$ cat src/rtl/iocrb_defines.svh
// Constants of the I/O cell register block: sizes, offsets, fields, reset values
`ifndef IOCRB_DEFINES_SVH
`define IOCRB_DEFINES_SVH

// ==================================================================
// Sizes
`define IOCRB_CELLS          4
`define IOCRB_ADDR_W         8
`define IOCRB_DATA_W         32
`define IOCRB_CFG_W          8

// ==================================================================
// Register byte offsets
`define IOCRB_OFS_CTRL       8'h00
`define IOCRB_OFS_STATUS     8'h04
`define IOCRB_OFS_CFG_BASE   8'h10
`define IOCRB_OFS_CFG_LAST   8'h1C

// ==================================================================
// Bank control fields
`define IOCRB_CTRL_FREEZE    0

// Per-cell configuration fields
`define IOCRB_CFG_IN_POS     0
`define IOCRB_CFG_OUT_POS    2
`define IOCRB_CFG_OEREG      4
`define IOCRB_CFG_HOLDEN     5

// Status fields
`define IOCRB_STS_PADIN_POS  0
`define IOCRB_STS_OE_POS     4
`define IOCRB_STS_HOLD_POS   8
`define IOCRB_STS_CFGING     12

// ==================================================================
// Reset values
`define IOCRB_RST_CFG        8'h00
`define IOCRB_RST_FREEZE     1'h0

// AXI responses
`define IOCRB_RESP_OKAY      2'h0
`define IOCRB_RESP_SLVERR    2'h2

`endif

$ cat src/rtl/iocrb_pkg.sv
// Types shared by the I/O cell register block modules
package iocrb_pkg;
`include "iocrb_defines.svh"

    typedef enum logic [1:0] {
        IOCRB_IN_DIRECT = 2'b00,
        IOCRB_IN_REG    = 2'b01,
        IOCRB_IN_DDR    = 2'b10,
        IOCRB_IN_RSVD   = 2'b11
    } iocrb_in_mode_t;

    typedef enum logic [1:0] {
        IOCRB_OUT_DIRECT = 2'b00,
        IOCRB_OUT_REG    = 2'b01,
        IOCRB_OUT_DDR    = 2'b10,
        IOCRB_OUT_RSVD   = 2'b11
    } iocrb_out_mode_t;

    typedef struct packed {
        logic [`IOCRB_CELLS-1:0] inQ1;
        logic [`IOCRB_CELLS-1:0] outQ1;
    } iocrb_neg_state_t;

    typedef struct packed {
        logic                    awHeld;
        logic                    wHeld;
        logic [`IOCRB_ADDR_W-1:0] wAddr;
        logic [`IOCRB_DATA_W-1:0] wData;
        logic [3:0]              wStrb;
        logic                    awready;
        logic                    wready;
        logic                    bvalid;
        logic [1:0]              bresp;
        logic                    arready;
        logic                    rvalid;
        logic [`IOCRB_DATA_W-1:0] rdata;
        logic [1:0]              rresp;
    } iocrb_axil_state_t;

    typedef struct packed {
        logic                                        freeze;
        logic [`IOCRB_CELLS-1:0][`IOCRB_CFG_W-1:0]   cfg;
        logic [`IOCRB_CELLS-1:0]                     inQ0;
        logic [`IOCRB_CELLS-1:0]                     outQ0;
        logic [`IOCRB_CELLS-1:0]                     oeQ;
        logic [`IOCRB_CELLS-1:0]                     held;
    } iocrb_top_state_t;

endpackage

$ cat src/rtl/iocrb_negedge_capture.sv
// Falling-edge registers of the double-data-rate input and output paths
`timescale 1ns/1ps
`include "iocrb_defines.svh"
module iocrb_negedge_capture
    import iocrb_pkg::*;
(
    input  wire logic                    core_clk,
    input  wire logic                    rst,
    input  wire logic                    clkEnable,
    input  wire logic [`IOCRB_CELLS-1:0] padIn,
    input  wire logic [`IOCRB_CELLS-1:0] dOut1,
    output logic      [`IOCRB_CELLS-1:0] inQ1,
    output logic      [`IOCRB_CELLS-1:0] outQ1
);

    iocrb_neg_state_t st_r;
    iocrb_neg_state_t st_nxt;

    always_comb begin
        st_nxt = st_r;
        if (clkEnable) begin
            st_nxt.inQ1  = padIn;
            st_nxt.outQ1 = dOut1;
        end
    end

    // Falling edge by intent: second half of each DDR bit period
    always_ff @(negedge core_clk or posedge rst) begin
        if (rst) begin
            st_r <= '0;
        end else begin
            st_r <= st_nxt;
        end
    end

    assign inQ1  = st_r.inQ1;
    assign outQ1 = st_r.outQ1;

endmodule

$ cat src/rtl/iocrb_axil_slave.sv
// AXI4-Lite slave front end: one write and one read at a time
`timescale 1ns/1ps
`include "iocrb_defines.svh"
module iocrb_axil_slave
    import iocrb_pkg::*;
(
    input  wire logic                     core_clk,
    input  wire logic                     rst,
    input  wire logic [`IOCRB_ADDR_W-1:0] s_axi_awaddr,
    input  wire logic                     s_axi_awvalid,
    output logic                          s_axi_awready,
    input  wire logic [`IOCRB_DATA_W-1:0] s_axi_wdata,
    input  wire logic [3:0]               s_axi_wstrb,
    input  wire logic                     s_axi_wvalid,
    output logic                          s_axi_wready,
    output logic [1:0]                    s_axi_bresp,
    output logic                          s_axi_bvalid,
    input  wire logic                     s_axi_bready,
    input  wire logic [`IOCRB_ADDR_W-1:0] s_axi_araddr,
    input  wire logic                     s_axi_arvalid,
    output logic                          s_axi_arready,
    output logic [`IOCRB_DATA_W-1:0]      s_axi_rdata,
    output logic [1:0]                    s_axi_rresp,
    output logic                          s_axi_rvalid,
    input  wire logic                     s_axi_rready,
    output logic                          wrReq,
    output logic [`IOCRB_ADDR_W-1:0]      wrAddr,
    output logic [`IOCRB_DATA_W-1:0]      wrData,
    output logic [3:0]                    wrStrb,
    input  wire logic                     wrOk,
    output logic                          rdReq,
    output logic [`IOCRB_ADDR_W-1:0]      rdAddr,
    input  wire logic [`IOCRB_DATA_W-1:0] rdData,
    input  wire logic                     rdOk
);

    iocrb_axil_state_t st_r;
    iocrb_axil_state_t st_nxt;

    assign wrReq  = st_r.awHeld && st_r.wHeld && !st_r.bvalid;
    assign wrAddr = st_r.wAddr;
    assign wrData = st_r.wData;
    assign wrStrb = st_r.wStrb;
    assign rdReq  = s_axi_arvalid && st_r.arready;
    assign rdAddr = s_axi_araddr;

    always_comb begin
        st_nxt = st_r;
        // ==========================================================
        // Write: address and data in either order, response after both
        if (s_axi_awvalid && st_r.awready) begin
            st_nxt.awHeld = 1'b1;
            st_nxt.wAddr  = s_axi_awaddr;
        end
        if (s_axi_wvalid && st_r.wready) begin
            st_nxt.wHeld = 1'b1;
            st_nxt.wData = s_axi_wdata;
            st_nxt.wStrb = s_axi_wstrb;
        end
        if (wrReq) begin
            st_nxt.awHeld = 1'b0;
            st_nxt.wHeld  = 1'b0;
            st_nxt.bvalid = 1'b1;
            st_nxt.bresp  = wrOk ? `IOCRB_RESP_OKAY : `IOCRB_RESP_SLVERR;
        end else if (st_r.bvalid && s_axi_bready) begin
            st_nxt.bvalid = 1'b0;
        end
        // Ready drops while a word is held so a second one cannot overwrite it
        st_nxt.awready = !st_nxt.awHeld && !st_nxt.bvalid;
        st_nxt.wready  = !st_nxt.wHeld && !st_nxt.bvalid;
        // ==========================================================
        // Read: answer in the cycle after the address is taken
        if (rdReq) begin
            st_nxt.rvalid = 1'b1;
            st_nxt.rdata  = rdData;
            st_nxt.rresp  = rdOk ? `IOCRB_RESP_OKAY : `IOCRB_RESP_SLVERR;
        end else if (st_r.rvalid && s_axi_rready) begin
            st_nxt.rvalid = 1'b0;
        end
        st_nxt.arready = !st_nxt.rvalid;
    end

    always_ff @(posedge core_clk or posedge rst) begin
        if (rst) begin
            st_r         <= '0;
            st_r.awready <= 1'b1;
            st_r.wready  <= 1'b1;
            st_r.arready <= 1'b1;
        end else begin
            st_r <= st_nxt;
        end
    end

    assign s_axi_awready = st_r.awready;
    assign s_axi_wready  = st_r.wready;
    assign s_axi_bvalid  = st_r.bvalid;
    assign s_axi_bresp   = st_r.bresp;
    assign s_axi_arready = st_r.arready;
    assign s_axi_rvalid  = st_r.rvalid;
    assign s_axi_rdata   = st_r.rdata;
    assign s_axi_rresp   = st_r.rresp;

endmodule

$ cat src/rtl/io_cell_register_block.sv
// One bank of programmable I/O cells with input, output and tri-state register paths
//
// Summary of operation
// - Every cell has its own input, output and tri-state register paths between core and pad.
// - A hold latch, when engaged and allowed for the cell, freezes the level of a non-registered input.
// - One freeze control is shared by all cells of the bank and cannot be given to a single cell.
// - The input path either samples the pad in a register or passes it unregistered to the core.
// - In DDR input mode one register samples on the rising and one on the falling edge, giving two streams.
// - The output path registers core data or passes it straight to the pad, chosen per cell.
// - In DDR output mode two registers capture on opposite edges and a mux merges them at twice the rate.
// - A per-cell hold input latches and holds the value shown to the core while it is high, in a hold-enabled cell with a non-registered input.
// - During configuration the global reset holds every cell flip-flop in its wake-up state.
// - During configuration the global float control forces every pad driver to high impedance.
`timescale 1ns/1ps
`include "iocrb_defines.svh"
module io_cell_register_block
    import iocrb_pkg::*;
(
    input  wire logic                     core_clk,
    input  wire logic                     rst,
    // Register bus
    input  wire logic [`IOCRB_ADDR_W-1:0] s_axi_awaddr,
    input  wire logic                     s_axi_awvalid,
    output logic                          s_axi_awready,
    input  wire logic [`IOCRB_DATA_W-1:0] s_axi_wdata,
    input  wire logic [3:0]               s_axi_wstrb,
    input  wire logic                     s_axi_wvalid,
    output logic                          s_axi_wready,
    output logic [1:0]                    s_axi_bresp,
    output logic                          s_axi_bvalid,
    input  wire logic                     s_axi_bready,
    input  wire logic [`IOCRB_ADDR_W-1:0] s_axi_araddr,
    input  wire logic                     s_axi_arvalid,
    output logic                          s_axi_arready,
    output logic [`IOCRB_DATA_W-1:0]      s_axi_rdata,
    output logic [1:0]                    s_axi_rresp,
    output logic                          s_axi_rvalid,
    input  wire logic                     s_axi_rready,
    // Device-wide configuration controls
    input  wire logic                     globalFloatControl,
    input  wire logic                     bankFreeze,
    // Core side, one bit per cell except clkEnable, which is shared by all cells
    input  wire logic                     clkEnable,
    input  wire logic [`IOCRB_CELLS-1:0]  outputEnable,
    input  wire logic [`IOCRB_CELLS-1:0]  dOut0,
    input  wire logic [`IOCRB_CELLS-1:0]  dOut1,
    input  wire logic [`IOCRB_CELLS-1:0]  latchInputValue,
    output logic      [`IOCRB_CELLS-1:0]  dIn0,
    output logic      [`IOCRB_CELLS-1:0]  dIn1,
    // Pad side
    input  wire logic [`IOCRB_CELLS-1:0]  padIn,
    output logic      [`IOCRB_CELLS-1:0]  padOut,
    output logic      [`IOCRB_CELLS-1:0]  padOe
);

    localparam int CELLS = `IOCRB_CELLS;

    iocrb_top_state_t st_r;
    iocrb_top_state_t st_nxt;

    logic                     wrReq;
    logic [`IOCRB_ADDR_W-1:0] wrAddr;
    logic [`IOCRB_DATA_W-1:0] wrData;
    logic [3:0]               wrStrb;
    logic                     wrOk;
    logic                     rdReq;
    logic [`IOCRB_ADDR_W-1:0] rdAddr;
    logic [`IOCRB_DATA_W-1:0] rdData;
    logic                     rdOk;

    logic [CELLS-1:0]         inQ1;
    logic [CELLS-1:0]         outQ1;
    logic                     freezeAll;
    logic [CELLS-1:0]         holdActive;
    logic [CELLS-1:0]         liveIn;
    logic [CELLS-1:0]         inDirect;

    // ==================================================================
    // Bus front end
    iocrb_axil_slave u_axil (
        .core_clk      (core_clk),
        .rst           (rst),
        .s_axi_awaddr  (s_axi_awaddr),
        .s_axi_awvalid (s_axi_awvalid),
        .s_axi_awready (s_axi_awready),
        .s_axi_wdata   (s_axi_wdata),
        .s_axi_wstrb   (s_axi_wstrb),
        .s_axi_wvalid  (s_axi_wvalid),
        .s_axi_wready  (s_axi_wready),
        .s_axi_bresp   (s_axi_bresp),
        .s_axi_bvalid  (s_axi_bvalid),
        .s_axi_bready  (s_axi_bready),
        .s_axi_araddr  (s_axi_araddr),
        .s_axi_arvalid (s_axi_arvalid),
        .s_axi_arready (s_axi_arready),
        .s_axi_rdata   (s_axi_rdata),
        .s_axi_rresp   (s_axi_rresp),
        .s_axi_rvalid  (s_axi_rvalid),
        .s_axi_rready  (s_axi_rready),
        .wrReq         (wrReq),
        .wrAddr        (wrAddr),
        .wrData        (wrData),
        .wrStrb        (wrStrb),
        .wrOk          (wrOk),
        .rdReq         (rdReq),
        .rdAddr        (rdAddr),
        .rdData        (rdData),
        .rdOk          (rdOk)
    );

    // ==================================================================
    // Falling-edge halves of the DDR paths
    iocrb_negedge_capture u_neg (
        .core_clk  (core_clk),
        .rst       (rst),
        .clkEnable (clkEnable),
        .padIn     (padIn),
        .dOut1     (dOut1),
        .inQ1      (inQ1),
        .outQ1     (outQ1)
    );

    // ==================================================================
    // Address decode
    function automatic logic isCfgAddr(input logic [`IOCRB_ADDR_W-1:0] a);
        isCfgAddr = (a >= `IOCRB_OFS_CFG_BASE) && (a <= `IOCRB_OFS_CFG_LAST) && (a[1:0] == 2'h0);
    endfunction

    function automatic logic [1:0] cfgIndex(input logic [`IOCRB_ADDR_W-1:0] a);
        logic [`IOCRB_ADDR_W-1:0] d;
        d = a - `IOCRB_OFS_CFG_BASE;
        cfgIndex = d[3:2];
    endfunction

    assign wrOk = (wrAddr == `IOCRB_OFS_CTRL) || isCfgAddr(wrAddr);
    assign rdOk = (rdAddr == `IOCRB_OFS_CTRL) || (rdAddr == `IOCRB_OFS_STATUS) || isCfgAddr(rdAddr);

    // Freeze is one bank-wide term; no cell gets its own copy
    assign freezeAll = bankFreeze || st_r.freeze;

    // ==================================================================
    // Per-cell combinational paths
    genvar gi;
    generate
        for (gi = 0; gi < CELLS; gi++) begin : g_cell
            iocrb_in_mode_t  inMode;
            iocrb_out_mode_t outMode;
            logic            oeReg;
            logic            holdEn;
            logic            oeSel;

            assign inMode  = iocrb_in_mode_t'(st_r.cfg[gi][`IOCRB_CFG_IN_POS +: 2]);
            assign outMode = iocrb_out_mode_t'(st_r.cfg[gi][`IOCRB_CFG_OUT_POS +: 2]);
            assign oeReg   = st_r.cfg[gi][`IOCRB_CFG_OEREG];
            assign holdEn  = st_r.cfg[gi][`IOCRB_CFG_HOLDEN];

            // Holding applies only to the unregistered input path
            assign inDirect[gi]   = (inMode == IOCRB_IN_DIRECT);
            assign holdActive[gi] = holdEn && inDirect[gi] && (freezeAll || latchInputValue[gi]);
            assign liveIn[gi]     = padIn[gi];

            always_comb begin
                case (inMode)
                    IOCRB_IN_DIRECT: begin
                        dIn0[gi] = holdActive[gi] ? st_r.held[gi] : liveIn[gi];
                        dIn1[gi] = 1'b0;
                    end
                    IOCRB_IN_REG: begin
                        dIn0[gi] = st_r.inQ0[gi];
                        dIn1[gi] = 1'b0;
                    end
                    IOCRB_IN_DDR: begin
                        dIn0[gi] = st_r.inQ0[gi];
                        dIn1[gi] = inQ1[gi];
                    end
                    default: begin
                        dIn0[gi] = 1'b0;
                        dIn1[gi] = 1'b0;
                    end
                endcase
            end

            // DDR launch: high phase shows the rising-edge bit, low phase the falling-edge bit
            always_comb begin
                case (outMode)
                    IOCRB_OUT_DIRECT: padOut[gi] = dOut0[gi];
                    IOCRB_OUT_REG:    padOut[gi] = st_r.outQ0[gi];
                    IOCRB_OUT_DDR:    padOut[gi] = core_clk ? st_r.outQ0[gi] : outQ1[gi];
                    default:          padOut[gi] = 1'b0;
                endcase
            end

            // Float control overrides everything so configuration never fights the board
            assign oeSel      = oeReg ? st_r.oeQ[gi] : outputEnable[gi];
            assign padOe[gi]  = oeSel && !globalFloatControl;
        end
    endgenerate

    // ==================================================================
    // Register read data
    always_comb begin
        rdData = '0;
        if (rdAddr == `IOCRB_OFS_CTRL) begin
            rdData[`IOCRB_CTRL_FREEZE] = st_r.freeze;
        end else if (rdAddr == `IOCRB_OFS_STATUS) begin
            rdData[`IOCRB_STS_PADIN_POS +: CELLS] = padIn;
            rdData[`IOCRB_STS_OE_POS +: CELLS]    = padOe;
            rdData[`IOCRB_STS_HOLD_POS +: CELLS]  = holdActive;
            rdData[`IOCRB_STS_CFGING]             = globalFloatControl;
        end else if (isCfgAddr(rdAddr)) begin
            rdData[`IOCRB_CFG_W-1:0] = st_r.cfg[cfgIndex(rdAddr)];
        end
    end

    // ==================================================================
    // Next state
    always_comb begin
        st_nxt = st_r;
        if (wrReq && wrStrb[0]) begin
            if (wrAddr == `IOCRB_OFS_CTRL) begin
                st_nxt.freeze = wrData[`IOCRB_CTRL_FREEZE];
            end else if (isCfgAddr(wrAddr)) begin
                st_nxt.cfg[cfgIndex(wrAddr)] = wrData[`IOCRB_CFG_W-1:0];
            end
        end
        // Clock enable low keeps every path register at its value
        if (clkEnable) begin
            st_nxt.inQ0  = padIn;
            st_nxt.outQ0 = dOut0;
            st_nxt.oeQ   = outputEnable;
        end
        // The held copy tracks the pad until hold engages; it shows the prior cycle's level
        for (int i = 0; i < CELLS; i++) begin
            if (!holdActive[i]) begin
                st_nxt.held[i] = liveIn[i];
            end
        end
    end

    always_ff @(posedge core_clk or posedge rst) begin
        if (rst) begin
            st_r        <= '0;
            st_r.freeze <= `IOCRB_RST_FREEZE;
            for (int i = 0; i < CELLS; i++) begin
                st_r.cfg[i] <= `IOCRB_RST_CFG;
            end
        end else begin
            st_r <= st_nxt;
        end
    end

endmodule

$ cat config.mk
export PLATFORM = sky130hd
export DESIGN_NAME = io_cell_register_block
export DESIGN_NICKNAME = d
export VERILOG_FILES = /design/src/rtl/iocrb_pkg.sv /design/src/rtl/iocrb_negedge_capture.sv /design/src/rtl/iocrb_axil_slave.sv /design/src/rtl/io_cell_register_block.sv
export VERILOG_INCLUDE_DIRS = /design/src /design/src/rtl
export SDC_FILE = /design/constraint.sdc
export NUM_CORES = 1
export LEC_CHECK = 0
export BUFFER_PORTS_ARGS = -buffer_cell sky130_fd_sc_hd__buf_2
export CAP_MARGIN = 20
export CORE_UTILIZATION = 30
export DETAILED_ROUTE_END_ITERATION = 8
export PLACE_DENSITY = 0.48
export SYNTH_ARGS = -nofsm -noshare
export SYNTH_HDL_FRONTEND = slang
export SYNTH_SLANG_ARGS = --single-unit
export TNS_END_PERCENT = 1
$ cat constraint.sdc
create_clock -name core_clk -period 7.4 [get_ports core_clk]
set_input_delay 0.74 -clock core_clk [delete_from_list [all_inputs] [get_ports core_clk]]
set_output_delay 0.74 -clock core_clk [all_outputs]
set_load 0.03 [all_outputs]
== Word-level counts from Yosys, hierarchy flattened ==
Cells that the tools add are included.
Widths: inputs -> output; s select.

* Flip-flop bits (word level): 98
* Bits of input ports: 82
* Output and inout port bits: 57
* Word-level logic and storage cells: 153

* Add/subtract/negate cells: 2
* Order comparisons: 7
* Equal/unequal tests: 17
* Multiplexer cells: 43
* Bitwise gates (word level): 1
* Reductions and logical operators: 59

{| class="wikitable"
|+ Operator list
! cell !! number
|-
| $bwmux 32 || 1
|-
| $mux 8 || 4
|-
| $logic_and 1x1->1 || 27
|-
| $mux 1 || 23
|-
| $logic_not 2->1 || 10
|-
| $bmux 8 s2 || 1
|-
| $demux 8 s2 || 1
|-
| $eq 2x1->1 const B || 8
|-
| $eq 2x2->1 const B || 8
|-
| $ge 8x5->1 const B || 2
|-
| $le 8x5->1 const B || 2
|-
| $logic_not 8->1 || 2
|-
| $mux 12 || 1
|-
| $pmux 1 s3 || 4
|-
| $eq 8x3->1 const B || 1
|-
| $logic_or 1x1->1 || 8
|-
| $pmux 1 s2 || 4
|-
| $reduce_or 2->1 || 4
|-
| $sub 4x1->4 const B || 2
|-
| $logic_not 1->1 || 6
|-
| $lt 2x3->1 const B || 2
|-
| $mux 2 || 3
|-
| $mux 5 || 1
|-
| $reduce_and 3->1 || 1
|-
| other kinds (3) || 3
|}

== Depth between registers and ports, before layout ==
* Depth in word-level cells: 6
* Depth in mapped cells: 5
* Gate-level depth less buffers: 5

== Modules after synthesis ==
From an unflattened synthesis, not the netlist that was laid out.

* Cell total of the unflattened synthesis: 541
* Area, all modules: 7164.4 um^2

{| class="wikitable"
|+ By module, submodules not included
! module !! instances !! cells each !! area an instance (um^2) !! seq. area each (um^2)
|-
| iocrb_axil_slave || 1 || 278 || 3993.8 || 2130.8
|-
| io_cell_register_block || 1 || 245 || 2835.2 || 1226.2
|-
| iocrb_negedge_capture || 1 || 18 || 335.3 || 200.2
|}

==> out/results.ini <==
[worst_setup_path]
endpoint_kind=output pin
arrival_ps=5180
critical_path_class=reg -> out
crit_required_ps=6660
cp_max_fo=2
cp-start-kind=register

[synth]
syn_area_sq_mm=0.00480
synth_compound_area_frac=0.0675
synthAdderAreaFrac=0.0313
synth-edff-count=0
synth_top_family_by_area=multiplexers
yosysUniqueCellTypes=40
synth-xor-area-share=0
ys_warn_count=0
ys_top_cells_by_area=dfrtp_1 (44%), mux2_2 (16%), buf_4 (5.6%)
yosys.area.top_type=dfrtp_1
synth_seq_cells=96
ys_seq_area_frac=0.501
synthFlopType=dfrtp_1
synthSimpleGateAreaFrac=0.103
syn_avg_cell_area_sq_um=12.3
ys_async_sr_fraction=1.00
syn_inst=391
synth_mux_area_frac=0.205
synth_top_cell_area_share=0.443

[pwr]
pwr-share-comb=0.175
swShare=0.297
power_leakage_nw=2.78
p_int_mw=1.21
clkPwrFrac=0.403
p_switching_mw=0.509
power_frac_seq=0.422
max-vdd-ir-drop_mv=0.168
power-per-cell-area_mw_per_mm2=299

[sta]
finClkSkew_ps=5.44
tightest_slew_ps=820
slew_headroom=0.453
final_hold_viol_count=0
fin_ws_ps=1480
setup_tns_ps=0
rsz0062_at_grt=no
slew_viol_final=0
final-setup-viol-count=0

[global_routing]
antenna_found_initial=2
grt_pass1_vias=3336
grt_pass1_wl_mm=17.4
grt_start_max_net_pins=67
gr-total-overflow=0
grtUsageTotal=0.140

[finish]
fin_cells=688
area_growth_pct=19.5
nets=564
fin_util=0.372
drive_gt1_frac=0.418
fin_area_sq_mm=0.00574

[floorplan]
die_h_um=129
die_area_sq_mm=0.0165
die_w_um=129
fp-row-count=45
ioPinCount=139
floorplan.initialDensity=0.311
core_sq_mm=0.0154

[route]
wl_mm=10.6
drc=0
vias=3178
drt_first_pass_iters=4
antenna_left=0
viasPerCell=4.62
dr.first_iter.drc_count=170
routedWlPerCell_um=15.4

[cts]
cts_tree=yes
path_clk_slew_ps=60
ctsResizeCount=0
insertion_delay_ps=460
hold_buffers=0
cts_setup_buffers=0

[placement]
dpl_cell_area_sq_mm=0.00529
place_inst=666
gp_congestion=0.746
place_ws_ps=1950
numPortBuffers=90
dp_hpwl_mm=7.67

[worst_hold_path]
hold_path.class=in -> async

[status]
status=complete, no violations

[run]
drv_cap=0

cell usage after synthesis (all sizes together), types with 3 or more instances:
| cell | instances |
|---|---|
| a22o | 3 |
| and2 | 4 |
| buf | 40 |
| clkbuf | 7 |
| dfrtn | 8 |
| dfrtp | 85 |
| dfstp | 3 |
| ha | 12 |
| inv | 32 |
| mux2 | 67 |
| mux2i | 5 |
| mux4 | 8 |
| nand2 | 25 |
| nand3b | 7 |
| nand4 | 8 |
| nand4b | 5 |
| nor2 | 9 |
| nor2b | 7 |
| o211ai | 3 |
| o21ai | 22 |
| o311ai | 8 |
registers in the layout, summed over array words and instances (netlist names):
name                  count
u_axil.wrData             8
u_axil.wrAddr             8
u_axil.s_axi_awready      1
u_neg.inQ1                4
u_axil.wrStrb             1
g_cell.holdEn             4
st_r                     25
u_neg.outQ1               4
u_axil.st_r               2
u_axil.s_axi_bvalid       1
g_cell.inMode             8
u_axil.s_axi_rresp        1
u_axil.s_axi_wready       1
g_cell.outMode            8
u_axil.s_axi_arready      1
g_cell.oeReg              4
u_axil.s_axi_rvalid       1
u_axil.s_axi_rdata       13
u_axil.s_axi_bresp        1
layout make-up:
cell class	instances	area (sq um)
repair buffers	87	438
diodes	1	2.50
clock buffers	18	349
well taps	211	264
fillers	1579	9690
clock inverters	7	120
flip-flops and latches	96	2410
multi-input cells	236	2030
inverters	32	123
metal layers:
layer | global-route usage | up-vias | share of wire
li1 | - | 1487 | -
met1 | 0.172 | 1562 | 0.44
met2 | 0.219 | 114 | 0.46
met3 | 0.0644 | 15 | 0.081
met4 | 0.0464 | 0 | 0.012
met5 | 0 | - | 0
worst paths after layout:
| check | from | to | slack [ps] | depth (start not counted) |
|---|---|---|---|---|
| min reg2reg | u_neg.outQ1[2]$_DFFE_NP0P_ | u_neg.outQ1[2]$_DFFE_NP0P_ | 460 | 1 |
| max in group asynchronous | rst | u_neg.outQ1[0]$_DFFE_NP0P_ | 2830 | 2 |
| min | rst | st_r[10]$_DFFE_PP0P_ | 440 | 2 |
| max | u_neg.outQ1[2]$_DFFE_NP0P_ | padOut[2] | 1480 | 4 |
| min in group core_clk | u_neg.outQ1[2]$_DFFE_NP0P_ | u_neg.outQ1[2]$_DFFE_NP0P_ | 460 | 1 |
| max reg2reg | u_axil.s_axi_arready$_DFF_PP1_ | u_axil.s_axi_rdata[6]$_DFFE_PP0P_ | 5380 | 3 |
critical path: stages, from the launching register on:
cell     delay (ps)
dfrtn_1         400
mux2i_1          70
a211o_1         280
nand2_1          60
buf_2           190
power groups by stage:
stage          Sequential, mW  Combinational, mW  Clock, mW
3_3_place_gp            0.728              0.298     0.0284
6_report                0.725              0.300      0.691
5_1_grt                 0.744              0.329      0.744
2_1_floorplan           0.718              0.234     0.0250
3_5_place_dp            0.737              0.305     0.0284
4_1_cts                 0.727              0.306      0.712
placed cells by master (no fill, tap or decap), types with 2 or more instances in the layout:
cell,instances
a21oi_1,2
nor2_1,9
nor4_4,2
o311ai_0,6
clkbuf_16,13
nor3b_1,2
nand2_1,25
dfstp_2,3
nor2b_1,7
and3b_1,2
and4b_1,2
clkinvlp_4,4
and2_1,4
buf_2,90
o2bb2ai_1,2
a22o_1,3
dfrtn_1,8
mux2_2,67
ha_1,12
nand4_1,8
dfrtp_1,85
o21ai_0,22
mux4_2,8
nand3b_1,7
o311ai_2,2
nand4b_2,4
inv_1,31
bufinv_16,3
conb_1,21
a32o_1,2
mux2i_1,5
o211ai_1,3
metrics by stage:
stage	power, mW	hold WS (ps)
after global routing	1.82	484
final	1.72	435
after detailed placement	1.07	462
after CTS	1.74	462
after global placement	1.05	455
after floorplan	0.977	440
kinds of logic after synthesis:
kind of cell | count (synthesis)
other | 1
multiplexers | 80
AO/OA/AOI/OAI | 46
buffers and inverters | 79
flip-flops | 96
adder cells (fa/ha/maj) | 12
AND/OR/NAND/NOR | 77
Note: power is estimated with default switching activity, not from simulation.
